`config.mk`:
```
export PLATFORM = sky130hd
export DESIGN_NAME = icseq_core
export DESIGN_NICKNAME = d
export VERILOG_FILES = /design/src/design/icseq_pkg.sv /design/src/design/icseq_brg.sv /design/src/design/icseq_core.sv /design/src/design/icseq_sync.sv
export SDC_FILE = /design/constraint.sdc
export NUM_CORES = 1
export LEC_CHECK = 0
export BUFFER_PORTS_ARGS = -buffer_cell sky130_fd_sc_hd__buf_2
export CAP_MARGIN = 20
export CORE_AREA = 8 8 108 110
export CTS_CLUSTER_SIZE = 12
export DETAILED_ROUTE_END_ITERATION = 16
export DIE_AREA = 0 0 116 118
export GPL_TIMING_DRIVEN = 0
export PLACE_DENSITY = 0.52
export SYNTH_ARGS = -nofsm -noshare
export SYNTH_HDL_FRONTEND = slang
export SYNTH_SLANG_ARGS = --single-unit
```
`constraint.sdc`:
```
create_clock -name clk_sys -period 3.7 [get_ports clk_sys]
set_clock_uncertainty 0.1 [all_clocks]
set_input_delay 0.74 -clock clk_sys [delete_from_list [all_inputs] [get_ports clk_sys]]
set_output_delay 0.74 -clock clk_sys [all_outputs]
set_load 0.02 [all_outputs]
```
`src/design/icseq_pkg.sv`:
```
package icseq_pkg;

    ////////////////////////////////////////////////////////////////////////////
    // Widths.
    localparam int RATE_W    = 7;
    localparam int RS_RATE_W = 6;
    localparam int CTL_W     = 5;
    localparam int BUF_W     = 8;
    localparam int PIN_N     = 2;

    ////////////////////////////////////////////////////////////////////////////
    // Positions in the low five bits of serial_control_two.
    localparam int CTL_START   = 0;
    localparam int CTL_RESTART = 1;
    localparam int CTL_STOP    = 2;
    localparam int CTL_RCV     = 3;
    localparam int CTL_ACK     = 4;

    ////////////////////////////////////////////////////////////////////////////
    // Reset values.
    localparam logic [CTL_W-1:0]  CTL_RST  = 5'h00;
    localparam logic [BUF_W-1:0]  BUF_RST  = 8'h00;
    localparam logic [RATE_W-1:0] CNT_RST  = 7'h00;
    localparam logic [PIN_N-1:0]  LINE_RST = 2'h3;
    localparam logic              DRIVE_LO = 1'b0;

    ////////////////////////////////////////////////////////////////////////////
    // Sequencer states, Gray coded along each sequence.
    typedef enum logic [3:0] {
        ST_IDLE    = 4'h0,
        ST_RS_SCLL = 4'h1,
        ST_RS_SDAH = 4'h3,
        ST_RS_SCLH = 4'h2,
        ST_RS_WAIT = 4'h6,
        ST_RS_SDAL = 4'h7,
        ST_ACK_LO  = 4'h5,
        ST_ACK_SCL = 4'h4,
        ST_ACK_HI  = 4'hC,
        ST_HOLD    = 4'hD,
        ST_SP_SDAL = 4'hF,
        ST_SP_CNT  = 4'hE,
        ST_SP_SCL  = 4'hA,
        ST_SP_SDA  = 4'hB,
        ST_SP_END  = 4'h9
    } icseq_state_t;

    ////////////////////////////////////////////////////////////////////////////
    // Carriers.
    typedef struct packed {
        logic scl_o;
        logic scl_oe;
        logic sda_o;
        logic sda_oe;
    } icseq_pin_t;

    typedef struct packed {
        logic start_det;
        logic stop_det;
        logic event_flag;
        logic write_collision_flag;
        logic bus_coll;
    } icseq_stat_t;

    localparam icseq_pin_t  PIN_RST  = 4'h0;
    localparam icseq_stat_t STAT_RST = 5'h00;

endpackage

```
`src/design/icseq_brg.sv`:
```
`timescale 1ns/1ns
module icseq_brg (
    // Clock and reset.
    input  wire logic                           clk_sys,
    input  wire logic                           rst_b,
    // Control.
    input  wire logic                           load,
    input  wire logic [icseq_pkg::RATE_W-1:0]   load_val,
    input  wire logic                           off,
    // Status.
    output logic      [icseq_pkg::RATE_W-1:0]   cnt_o,
    output logic                                run_o,
    output logic                                tmo_o
);

    ////////////////////////////////////////////////////////////////////////////
    // Down counter; a timeout is one cycle at zero, then the counter stops.
    always_ff @(posedge clk_sys) begin
        if (!rst_b) begin
            cnt_o <= icseq_pkg::CNT_RST;
            run_o <= 1'b0;
        end else if (load) begin
            cnt_o <= load_val;
            run_o <= 1'b1;
        end else if (off) begin
            run_o <= 1'b0;
        end else if (run_o) begin
            if (cnt_o == icseq_pkg::CNT_RST) begin
                run_o <= 1'b0;
            end else begin
                cnt_o <= cnt_o - 7'h01;
            end
        end
    end

    assign tmo_o = run_o && (cnt_o == icseq_pkg::CNT_RST);

endmodule

```
`src/design/icseq_core.sv`:
```
`timescale 1ns/1ns
// Overview of operation
// - Restart begins only from idle or hold; first SCL is driven low.
// - With SCL seen low, counter loads reload bits five to zero.
// - SDA released one rate period; SCL released then only if SDA high.
// - With SCL seen high, reload seven bits; both lines must stay high.
// - SDA held low one period, then restart bit clears, SDA stays low.
// - Start detect sets at once; event flag waits for counter timeout.
// - A restart request during another bus event is ignored.
// - Collision if SDA low as SCL rises, or SCL falls early.
// - Buffer write during restart sets write collision, buffer unchanged.
// - Low five control bits are write-locked while a sequence runs.
// - Acknowledge request pulls SCL low and drives the ack value.
// - Ack: one period low, release SCL, wait high, one period, low.
// - Ack end clears its request, stops the counter, returns idle.
// - Buffer write during acknowledge sets write collision, is dropped.
// - After a byte SCL is held low until a stop, restart or acknowledge request.
// - Stop: SDA low, count, release SCL, one period later release SDA.
// - Stop detect on SDA high with SCL high; period later event flag.
// - Buffer write during stop sets write collision, buffer unchanged.
module icseq_core (
    // Clock and reset.
    input  wire logic                                clk_sys,
    input  wire logic                                rst_b,
    // Software control.
    input  wire logic                                ctl_wr,
    input  wire logic [icseq_pkg::CTL_W-1:0]         ctl_wdata,
    input  wire logic                                ack_value_bit,
    input  wire logic [icseq_pkg::RATE_W-1:0]        rate_reload_value,
    input  wire logic                                buf_wr,
    input  wire logic [icseq_pkg::BUF_W-1:0]         buf_wdata,
    input  wire logic                                event_clr,
    input  wire logic                                write_collision_flag_clr,
    input  wire logic                                coll_clr,
    // Byte engine handshake.
    input  wire logic                                xfer_busy,
    input  wire logic                                byte_done,
    // Bus lines.
    input  wire logic                                scl_i,
    input  wire logic                                sda_i,
    output icseq_pkg::icseq_pin_t                    pin_r,
    // Software status.
    output logic      [icseq_pkg::CTL_W-1:0]         serial_control_two_r,
    output icseq_pkg::icseq_stat_t                   stat_r,
    output logic      [icseq_pkg::BUF_W-1:0]         shift_buffer_r
);

    icseq_pkg::icseq_state_t state_r;
    icseq_pkg::icseq_state_t state_nxt;
    icseq_pkg::icseq_pin_t   pin_nxt;
    logic [icseq_pkg::PIN_N-1:0]  lvl;
    logic                         scl_s;
    logic                         sda_s;
    logic                         sda_prev_r;
    logic                         scl_prev_r;
    logic                         free;
    logic                         busy;
    logic                         go_rs;
    logic                         go_sp;
    logic                         go_ack;
    logic                         ld;
    logic [icseq_pkg::RATE_W-1:0] ld_val;
    logic                         off;
    logic [icseq_pkg::RATE_W-1:0] brg_cnt;
    logic                         brg_run;
    logic                         brg_tmo;
    logic                         coll_set;
    logic                         evt_set;
    logic [icseq_pkg::CTL_W-1:0]  clr_mask;
    logic                         start_seen;
    logic                         stop_seen;

    ////////////////////////////////////////////////////////////////////////////
    // Line synchroniser and rate counter.
    icseq_sync icseq_sync_inst (
        .clk_sys (clk_sys),
        .rst_b   (rst_b),
        .line_i  ({scl_i, sda_i}),
        .lvl_o   (lvl)
    );
    assign scl_s = lvl[1];
    assign sda_s = lvl[0];
    icseq_brg icseq_brg_inst (
        .clk_sys  (clk_sys),
        .rst_b    (rst_b),
        .load     (ld),
        .load_val (ld_val),
        .off      (off),
        .cnt_o    (brg_cnt),
        .run_o    (brg_run),
        .tmo_o    (brg_tmo)
    );

    ////////////////////////////////////////////////////////////////////////////
    // Request acceptance.
    assign free   = ((state_r == icseq_pkg::ST_IDLE) || (state_r == icseq_pkg::ST_HOLD)) && !xfer_busy;
    assign busy   = (state_r != icseq_pkg::ST_IDLE) && (state_r != icseq_pkg::ST_HOLD);
    assign go_rs  = ctl_wr && free && ctl_wdata[icseq_pkg::CTL_RESTART];
    assign go_sp  = ctl_wr && free && ctl_wdata[icseq_pkg::CTL_STOP];
    assign go_ack = ctl_wr && free && ctl_wdata[icseq_pkg::CTL_ACK];
    ////////////////////////////////////////////////////////////////////////////
    // Sequencer next state.
    always_comb begin
        state_nxt = state_r;
        pin_nxt   = pin_r;
        ld        = 1'b0;
        ld_val    = rate_reload_value;
        off       = 1'b0;
        coll_set  = 1'b0;
        evt_set   = 1'b0;
        clr_mask  = icseq_pkg::CTL_RST;
        unique case (state_r)
            icseq_pkg::ST_IDLE, icseq_pkg::ST_HOLD: begin
                if (go_rs) begin
                    pin_nxt.scl_oe = 1'b1;
                    state_nxt      = icseq_pkg::ST_RS_SCLL;
                end else if (go_sp) begin
                    pin_nxt.sda_oe = 1'b1;
                    state_nxt      = icseq_pkg::ST_SP_SDAL;
                end else if (go_ack) begin
                    pin_nxt.scl_oe = 1'b1;
                    pin_nxt.sda_oe = !ack_value_bit;
                    ld             = 1'b1;
                    state_nxt      = icseq_pkg::ST_ACK_LO;
                end else if ((state_r == icseq_pkg::ST_IDLE) && byte_done) begin
                    pin_nxt.scl_oe = 1'b1;
                    state_nxt      = icseq_pkg::ST_HOLD;
                end
            end
            icseq_pkg::ST_RS_SCLL: begin
                if (!scl_s) begin
                    ld             = 1'b1;
                    ld_val         = {1'b0, rate_reload_value[icseq_pkg::RS_RATE_W-1:0]};
                    pin_nxt.sda_oe = 1'b0;
                    state_nxt      = icseq_pkg::ST_RS_SDAH;
                end
            end
            icseq_pkg::ST_RS_SDAH: begin
                if (brg_tmo) begin
                    if (sda_s) begin
                        pin_nxt.scl_oe = 1'b0;
                        state_nxt      = icseq_pkg::ST_RS_SCLH;
                    end else begin
                        coll_set  = 1'b1;
                        clr_mask[icseq_pkg::CTL_RESTART] = 1'b1;
                        state_nxt = icseq_pkg::ST_IDLE;
                    end
                end
            end
            icseq_pkg::ST_RS_SCLH: begin
                if (scl_s) begin
                    if (!sda_s) begin
                        coll_set  = 1'b1;
                        clr_mask[icseq_pkg::CTL_RESTART] = 1'b1;
                        state_nxt = icseq_pkg::ST_IDLE;
                    end else begin
                        ld        = 1'b1;
                        state_nxt = icseq_pkg::ST_RS_WAIT;
                    end
                end
            end
            icseq_pkg::ST_RS_WAIT: begin
                if (!scl_s || !sda_s) begin
                    coll_set  = 1'b1;
                    clr_mask[icseq_pkg::CTL_RESTART] = 1'b1;
                    off       = 1'b1;
                    state_nxt = icseq_pkg::ST_IDLE;
                end else if (brg_tmo) begin
                    pin_nxt.sda_oe = 1'b1;
                    ld             = 1'b1;
                    state_nxt      = icseq_pkg::ST_RS_SDAL;
                end
            end
            icseq_pkg::ST_RS_SDAL: begin
                if (brg_tmo) begin
                    clr_mask[icseq_pkg::CTL_RESTART] = 1'b1;
                    evt_set   = 1'b1;
                    off       = 1'b1;
                    state_nxt = icseq_pkg::ST_IDLE;
                end
            end
            icseq_pkg::ST_ACK_LO: begin
                if (brg_tmo) begin
                    pin_nxt.scl_oe = 1'b0;
                    state_nxt      = icseq_pkg::ST_ACK_SCL;
                end
            end
            icseq_pkg::ST_ACK_SCL: begin
                if (scl_s) begin
                    ld        = 1'b1;
                    state_nxt = icseq_pkg::ST_ACK_HI;
                end
            end
            icseq_pkg::ST_ACK_HI: begin
                if (brg_tmo) begin
                    pin_nxt.scl_oe = 1'b1;
                    clr_mask[icseq_pkg::CTL_ACK] = 1'b1;
                    off            = 1'b1;
                    state_nxt      = icseq_pkg::ST_IDLE;
                end
            end
            icseq_pkg::ST_SP_SDAL: begin
                if (!sda_s) begin
                    ld        = 1'b1;
                    state_nxt = icseq_pkg::ST_SP_CNT;
                end
            end
            icseq_pkg::ST_SP_CNT: begin
                if (brg_tmo) begin
                    pin_nxt.scl_oe = 1'b0;
                    ld             = 1'b1;
                    state_nxt      = icseq_pkg::ST_SP_SCL;
                end
            end
            icseq_pkg::ST_SP_SCL: begin
                if (brg_tmo) begin
                    pin_nxt.sda_oe = 1'b0;
                    state_nxt      = icseq_pkg::ST_SP_SDA;
                end
            end
            icseq_pkg::ST_SP_SDA: begin
                if (sda_s && scl_s) begin
                    ld        = 1'b1;
                    state_nxt = icseq_pkg::ST_SP_END;
                end
            end
            icseq_pkg::ST_SP_END: begin
                if (brg_tmo) begin
                    clr_mask[icseq_pkg::CTL_STOP] = 1'b1;
                    evt_set   = 1'b1;
                    off       = 1'b1;
                    state_nxt = icseq_pkg::ST_IDLE;
                end
            end
            default: begin
                pin_nxt   = icseq_pkg::PIN_RST;
                off       = 1'b1;
                state_nxt = icseq_pkg::ST_IDLE;
            end
        endcase
    end

    ////////////////////////////////////////////////////////////////////////////
    // Sequencer state and pin drivers.
    always_ff @(posedge clk_sys) begin
        if (!rst_b) begin
            state_r <= icseq_pkg::ST_IDLE;
        end else begin
            state_r <= state_nxt;
        end
    end
    always_ff @(posedge clk_sys) begin
        if (!rst_b) begin
            pin_r <= icseq_pkg::PIN_RST;
        end else begin
            pin_r       <= pin_nxt;
            pin_r.scl_o <= icseq_pkg::DRIVE_LO;
            pin_r.sda_o <= icseq_pkg::DRIVE_LO;
        end
    end

    ////////////////////////////////////////////////////////////////////////////
    // Control bits; writes are taken only while no sequence runs.
    always_ff @(posedge clk_sys) begin
        if (!rst_b) begin
            serial_control_two_r <= icseq_pkg::CTL_RST;
        end else if (ctl_wr && free) begin
            serial_control_two_r <= ctl_wdata;
        end else begin
            serial_control_two_r <= serial_control_two_r & ~clr_mask;
        end
    end

    ////////////////////////////////////////////////////////////////////////////
    // Bus condition detection and status flags; a set wins over a clear.
    assign start_seen = sda_prev_r && !sda_s && scl_s && scl_prev_r;
    assign stop_seen  = !sda_prev_r && sda_s && scl_s && scl_prev_r;
    always_ff @(posedge clk_sys) begin
        if (!rst_b) begin
            sda_prev_r <= icseq_pkg::LINE_RST[0];
            scl_prev_r <= icseq_pkg::LINE_RST[1];
        end else begin
            sda_prev_r <= sda_s;
            scl_prev_r <= scl_s;
        end
    end
    always_ff @(posedge clk_sys) begin
        if (!rst_b) begin
            stat_r <= icseq_pkg::STAT_RST;
        end else begin
            if (start_seen) begin
                stat_r.start_det <= 1'b1;
                stat_r.stop_det  <= 1'b0;
            end else if (stop_seen) begin
                stat_r.stop_det  <= 1'b1;
                stat_r.start_det <= 1'b0;
            end
            stat_r.event_flag <= evt_set || (stat_r.event_flag && !event_clr);
            stat_r.write_collision_flag       <= (buf_wr && busy) || (stat_r.write_collision_flag && !write_collision_flag_clr);
            stat_r.bus_coll   <= coll_set || (stat_r.bus_coll && !coll_clr);
        end
    end

    ////////////////////////////////////////////////////////////////////////////
    // Shift buffer; writes during a sequence are dropped.
    always_ff @(posedge clk_sys) begin
        if (!rst_b) begin
            shift_buffer_r <= icseq_pkg::BUF_RST;
        end else if (buf_wr && !busy) begin
            shift_buffer_r <= buf_wdata;
        end
    end
endmodule

```
`src/design/icseq_sync.sv`:
```
`timescale 1ns/1ns
module icseq_sync (
    // Clock and reset.
    input  wire logic                          clk_sys,
    input  wire logic                          rst_b,
    // Raw lines and filtered levels.
    input  wire logic [icseq_pkg::PIN_N-1:0]   line_i,
    output logic      [icseq_pkg::PIN_N-1:0]   lvl_o
);

    logic [icseq_pkg::PIN_N-1:0] ff1_r;
    logic [icseq_pkg::PIN_N-1:0] ff2_r;
    logic [icseq_pkg::PIN_N-1:0] ff3_r;

    ////////////////////////////////////////////////////////////////////////////
    // Three stages; a level counts once stages two and three agree.
    genvar g;
    generate
        for (g = 0; g < icseq_pkg::PIN_N; g++) begin : g_line
            always_ff @(posedge clk_sys) begin
                if (!rst_b) begin
                    ff1_r[g] <= icseq_pkg::LINE_RST[g];
                    ff2_r[g] <= icseq_pkg::LINE_RST[g];
                    ff3_r[g] <= icseq_pkg::LINE_RST[g];
                    lvl_o[g] <= icseq_pkg::LINE_RST[g];
                end else begin
                    ff1_r[g] <= line_i[g];
                    ff2_r[g] <= ff1_r[g];
                    ff3_r[g] <= ff2_r[g];
                    if (ff2_r[g] == ff3_r[g]) begin
                        lvl_o[g] <= ff3_r[g];
                    end
                end
            end
        end
    endgenerate

endmodule

```
==> flow_summary_export.csv <==
group,metric,value,unit
power,power_switching,0.917,mW
logic_synthesis,synth_top_area_share,0.348,
sta,fmax,412,MHz
routing,drtIter0Drc,201,
floorplan,io_pins,54,
floorplan,die_h,118,microns
logic_synthesis,synthFlopType,"dfxtp_1",
logic_synthesis,synth.distinct_cells,64,
logic_synthesis,ys_seq_elements,42,
sta,min_period_over_period,0.655,
finish,nets,384,
finish,finalInstanceArea,2920,sq um
clock_tree,clockRootBuffer,"clkbuf_8",
power,ir_worst_vdd,251,uV
placement,globalplace.congestion,0.898,
grt,grt_pass1_wl,12200,microns
sta,hold_viol_final,0,
finish,area_delta_synth_final,21.0,%
grt,grt_max_degree,14,
run_status,status,"complete, no violations",
finish,fin_cells,486,
clock_tree,post-cts-setup-buffers,0,
power,clkPwrFrac,0.145,
clock_tree,cts_tree,"built",
logic_synthesis,synthesis.area,2410,sq um
logic_synthesis,post_synth_and_or_nand_nor_area_fraction,0.230,
sta,whs,0.312,ns
setup_path,crit_start,"icseq_brg_inst.cnt_o[0]",
finish,diodes,0,
logic_synthesis,synth_top_family_by_area,"compound AO/OA/AOI/OAI gates",
logic_synthesis,synth_edf_count,0,
setup_path,rr_startpoint,"icseq_brg_inst.cnt_o[0]",
grt,grtUsageTotal,0.110,
routing,wire_per_inst,15.2,microns
logic_synthesis,syn_area_per_cell,8.27,sq um
clock_tree,ctsResizeCount,0,
floorplan,rows,37,
setup_path,crit_path_end,"state_r[0]",
sta,finalSetupViolations,0,
clock_tree,cts_buffers,5,
setup_path,cp.arrival,2.48,ns
setup_path,r2r-end,"state_r[0]",
routing,routed_wl,7400,microns
power,switching_share,0.447,
routing,drc,0,
logic_synthesis,synth_seq_area_share,0.348,
routing,dr_total_vias,2405,
logic_synthesis,synth.area.top_cells,"dfxtp_1 35%, a21oi_1 5.0%, mux2i_1 4.6%",
floorplan,die_area,13700,sq um
placement,placed_cell_area,2840,sq um
setup_path,crit_path_end_kind,"flop",
floorplan,die_w,116,microns
setup_path,r2r_slack,1.28,ns
logic_synthesis,post_synth_inst_count,292,
setup_path,critical_path_class,"reg -> reg",
power,intPower,1.13,mW
logic_synthesis,async_flop_share,0,
floorplan,start_util,0.241,
logic_synthesis,yosysWarningCount,0,
logic_synthesis,synthMuxAreaShare,0.0456,
finish,layout-drive-gt1-share,0.243,
sta,fin_crit,2.42,ns
grt,grt_pass1_vias,2471,
power,power.density,702,nW/um^2
clock_tree,clock_latency,0.30,ns
sta,rsz0062_at_grt,"false",
setup_path,rr_worst_depth,8,
logic_synthesis,synth_xor_area_frac,0.0254,
setup_path,cp_max_fo,6,
floorplan,core,10000,sq um
setup_path,critPathLaunchType,"flop",
sta,maxSlewHeadroom,0.563,
routing,antenna_left,0,
routing,drt-vias-per-instance,4.95,
clock_tree,ctsHoldBuffers,0,
logic_synthesis,synth-compound-area-share,0.268,
logic_synthesis,synth_fa_ha_area_frac,0.0145,
sta,slew_violations,0,
routing,first_pass_iters,5,
clock_tree,cts.sinks,42,
finish,final_cell_mix,"60 x buf_2, 42 x dfxtp_1, 24 x a21oi_1",
grt,antenna_found_initial,0,
run,cap_violations,0,
placement,dp.cells,479,
placement,hpwl,5620,microns
finish,layout_commonest_cell,"buf_2",
power,pwr-share-comb,0.563,
sta,worst_pin_slew,0.647,ns
hold_path,min_path_type,"reg -> reg",
sta,fin_tns_setup,0,ns
power,leakagePower,1.12,nW
logic_synthesis,yosysTopAreaCell,"dfxtp_1",
grt,overflow,0,
setup_path,crit_required,3.76,ns
placement,port_buffers,50,
clock_tree,clock_path_buffers,2,
clock_tree,clkTransAtPathRegs,0.09,ns
clock_tree,cts.htree.levels,2,
power,seq_power_share,0.292,
stage by stage:
step                      setup slack (ns)   util  total power [mW]
after floorplan                       1.51      -              1.47
after global placement                1.15  0.284              1.74
after detailed placement              1.17  0.284              1.75
after CTS                             1.26  0.292              2.05
after global routing                  1.01  0.292              2.22
final                                 1.28  0.292              2.05
routing by layer:
layer	share of wire	wire (microns)	up-vias	GRT usage
met5	0	0	-	0
met4	0.021	153	0	0.0397
met3	0.066	489	13	0.0277
met2	0.50	3670	85	0.188
met1	0.42	3090	1132	0.127
li1	-	-	1175	-
layout make-up:
type | instances | area (sq um)
plain buffers | 26 | 126
repair buffers | 50 | 250
clock inverters | 2 | 15.0
multi-input cells | 216 | 1420
well taps | 136 | 170
clock buffers | 5 | 68.8
inverters | 9 | 33.8
flip-flops and latches | 42 | 841
fillers | 1124 | 7080
logic make-up after synthesis:
group,Yosys count
muxes,11
other,1
xor gates and xnor gates,7
and+or+nand+nor,103
buffers and inverters,35
AOI/OAI and AO/OA,90
DFF,42
adders and majority gates,3
cells in the mapped netlist (7+ instances only):
cell type / instances
a21oi_1: 24
buf_2: 10
clkbuf_1: 9
dfxtp_1: 42
inv_1: 7
mux2i_1: 11
nand2_1: 19
nand2b_1: 11
nand3_1: 7
nor2_1: 20
nor2b_1: 8
nor3_1: 9
o21ai_0: 16
flip-flops by register name, summed over array words and instances, names as in the netlist:
register               flops
stat_r                     5
icseq_sync_inst.ff1_r      2
icseq_brg_inst.run_o       1
icseq_brg_inst.cnt_o       7
scl_prev_r                 1
icseq_sync_inst.ff2_r      2
sda_prev_r                 1
icseq_sync_inst.ff3_r      2
serial_control_two_r       5
icseq_sync_inst.lvl_o      2
state_r                    4
pin_r                      2
shift_buffer_r             8
power by group through the flow:
stage | Sequential [mW] | Clock [mW] | Combinational [mW]
6_report | 0.598 | 0.298 | 1.15
5_1_grt | 0.612 | 0.327 | 1.28
4_1_cts | 0.599 | 0.310 | 1.14
3_5_place_dp | 0.609 | 0 | 1.14
3_3_place_gp | 0.607 | 0 | 1.14
2_1_floorplan | 0.640 | 0 | 0.831
critical path: stages, from the launching register on:
cell       delay [ns]
dfxtp_1          0.32
inv_1            0.10
ha_1             0.19
nor3b_1          0.38
and3_1           0.21
clkbuf_2         0.21
o221ai_2         0.19
a2111oi_0        0.49
a211oi_2         0.09
how the worst min path moves through the flow:
stage	startpoint	to	slack (ns)	cells after the start
floorplan	icseq_sync_inst.ff1_r[0]	icseq_sync_inst.ff2_r[0]	0.29	1
global placement	icseq_sync_inst.ff1_r[1]	icseq_sync_inst.ff2_r[1]	0.30	1
detailed placement	icseq_sync_inst.ff1_r[1]	icseq_sync_inst.ff2_r[1]	0.29	1
CTS	icseq_sync_inst.ff1_r[1]	icseq_sync_inst.ff2_r[1]	0.31	1
global route	icseq_sync_inst.ff1_r[1]	icseq_sync_inst.ff2_r[1]	0.32	1
finish	icseq_sync_inst.ff1_r[1]	icseq_sync_inst.ff2_r[1]	0.31	1
(Power assumes the default switching activity.)
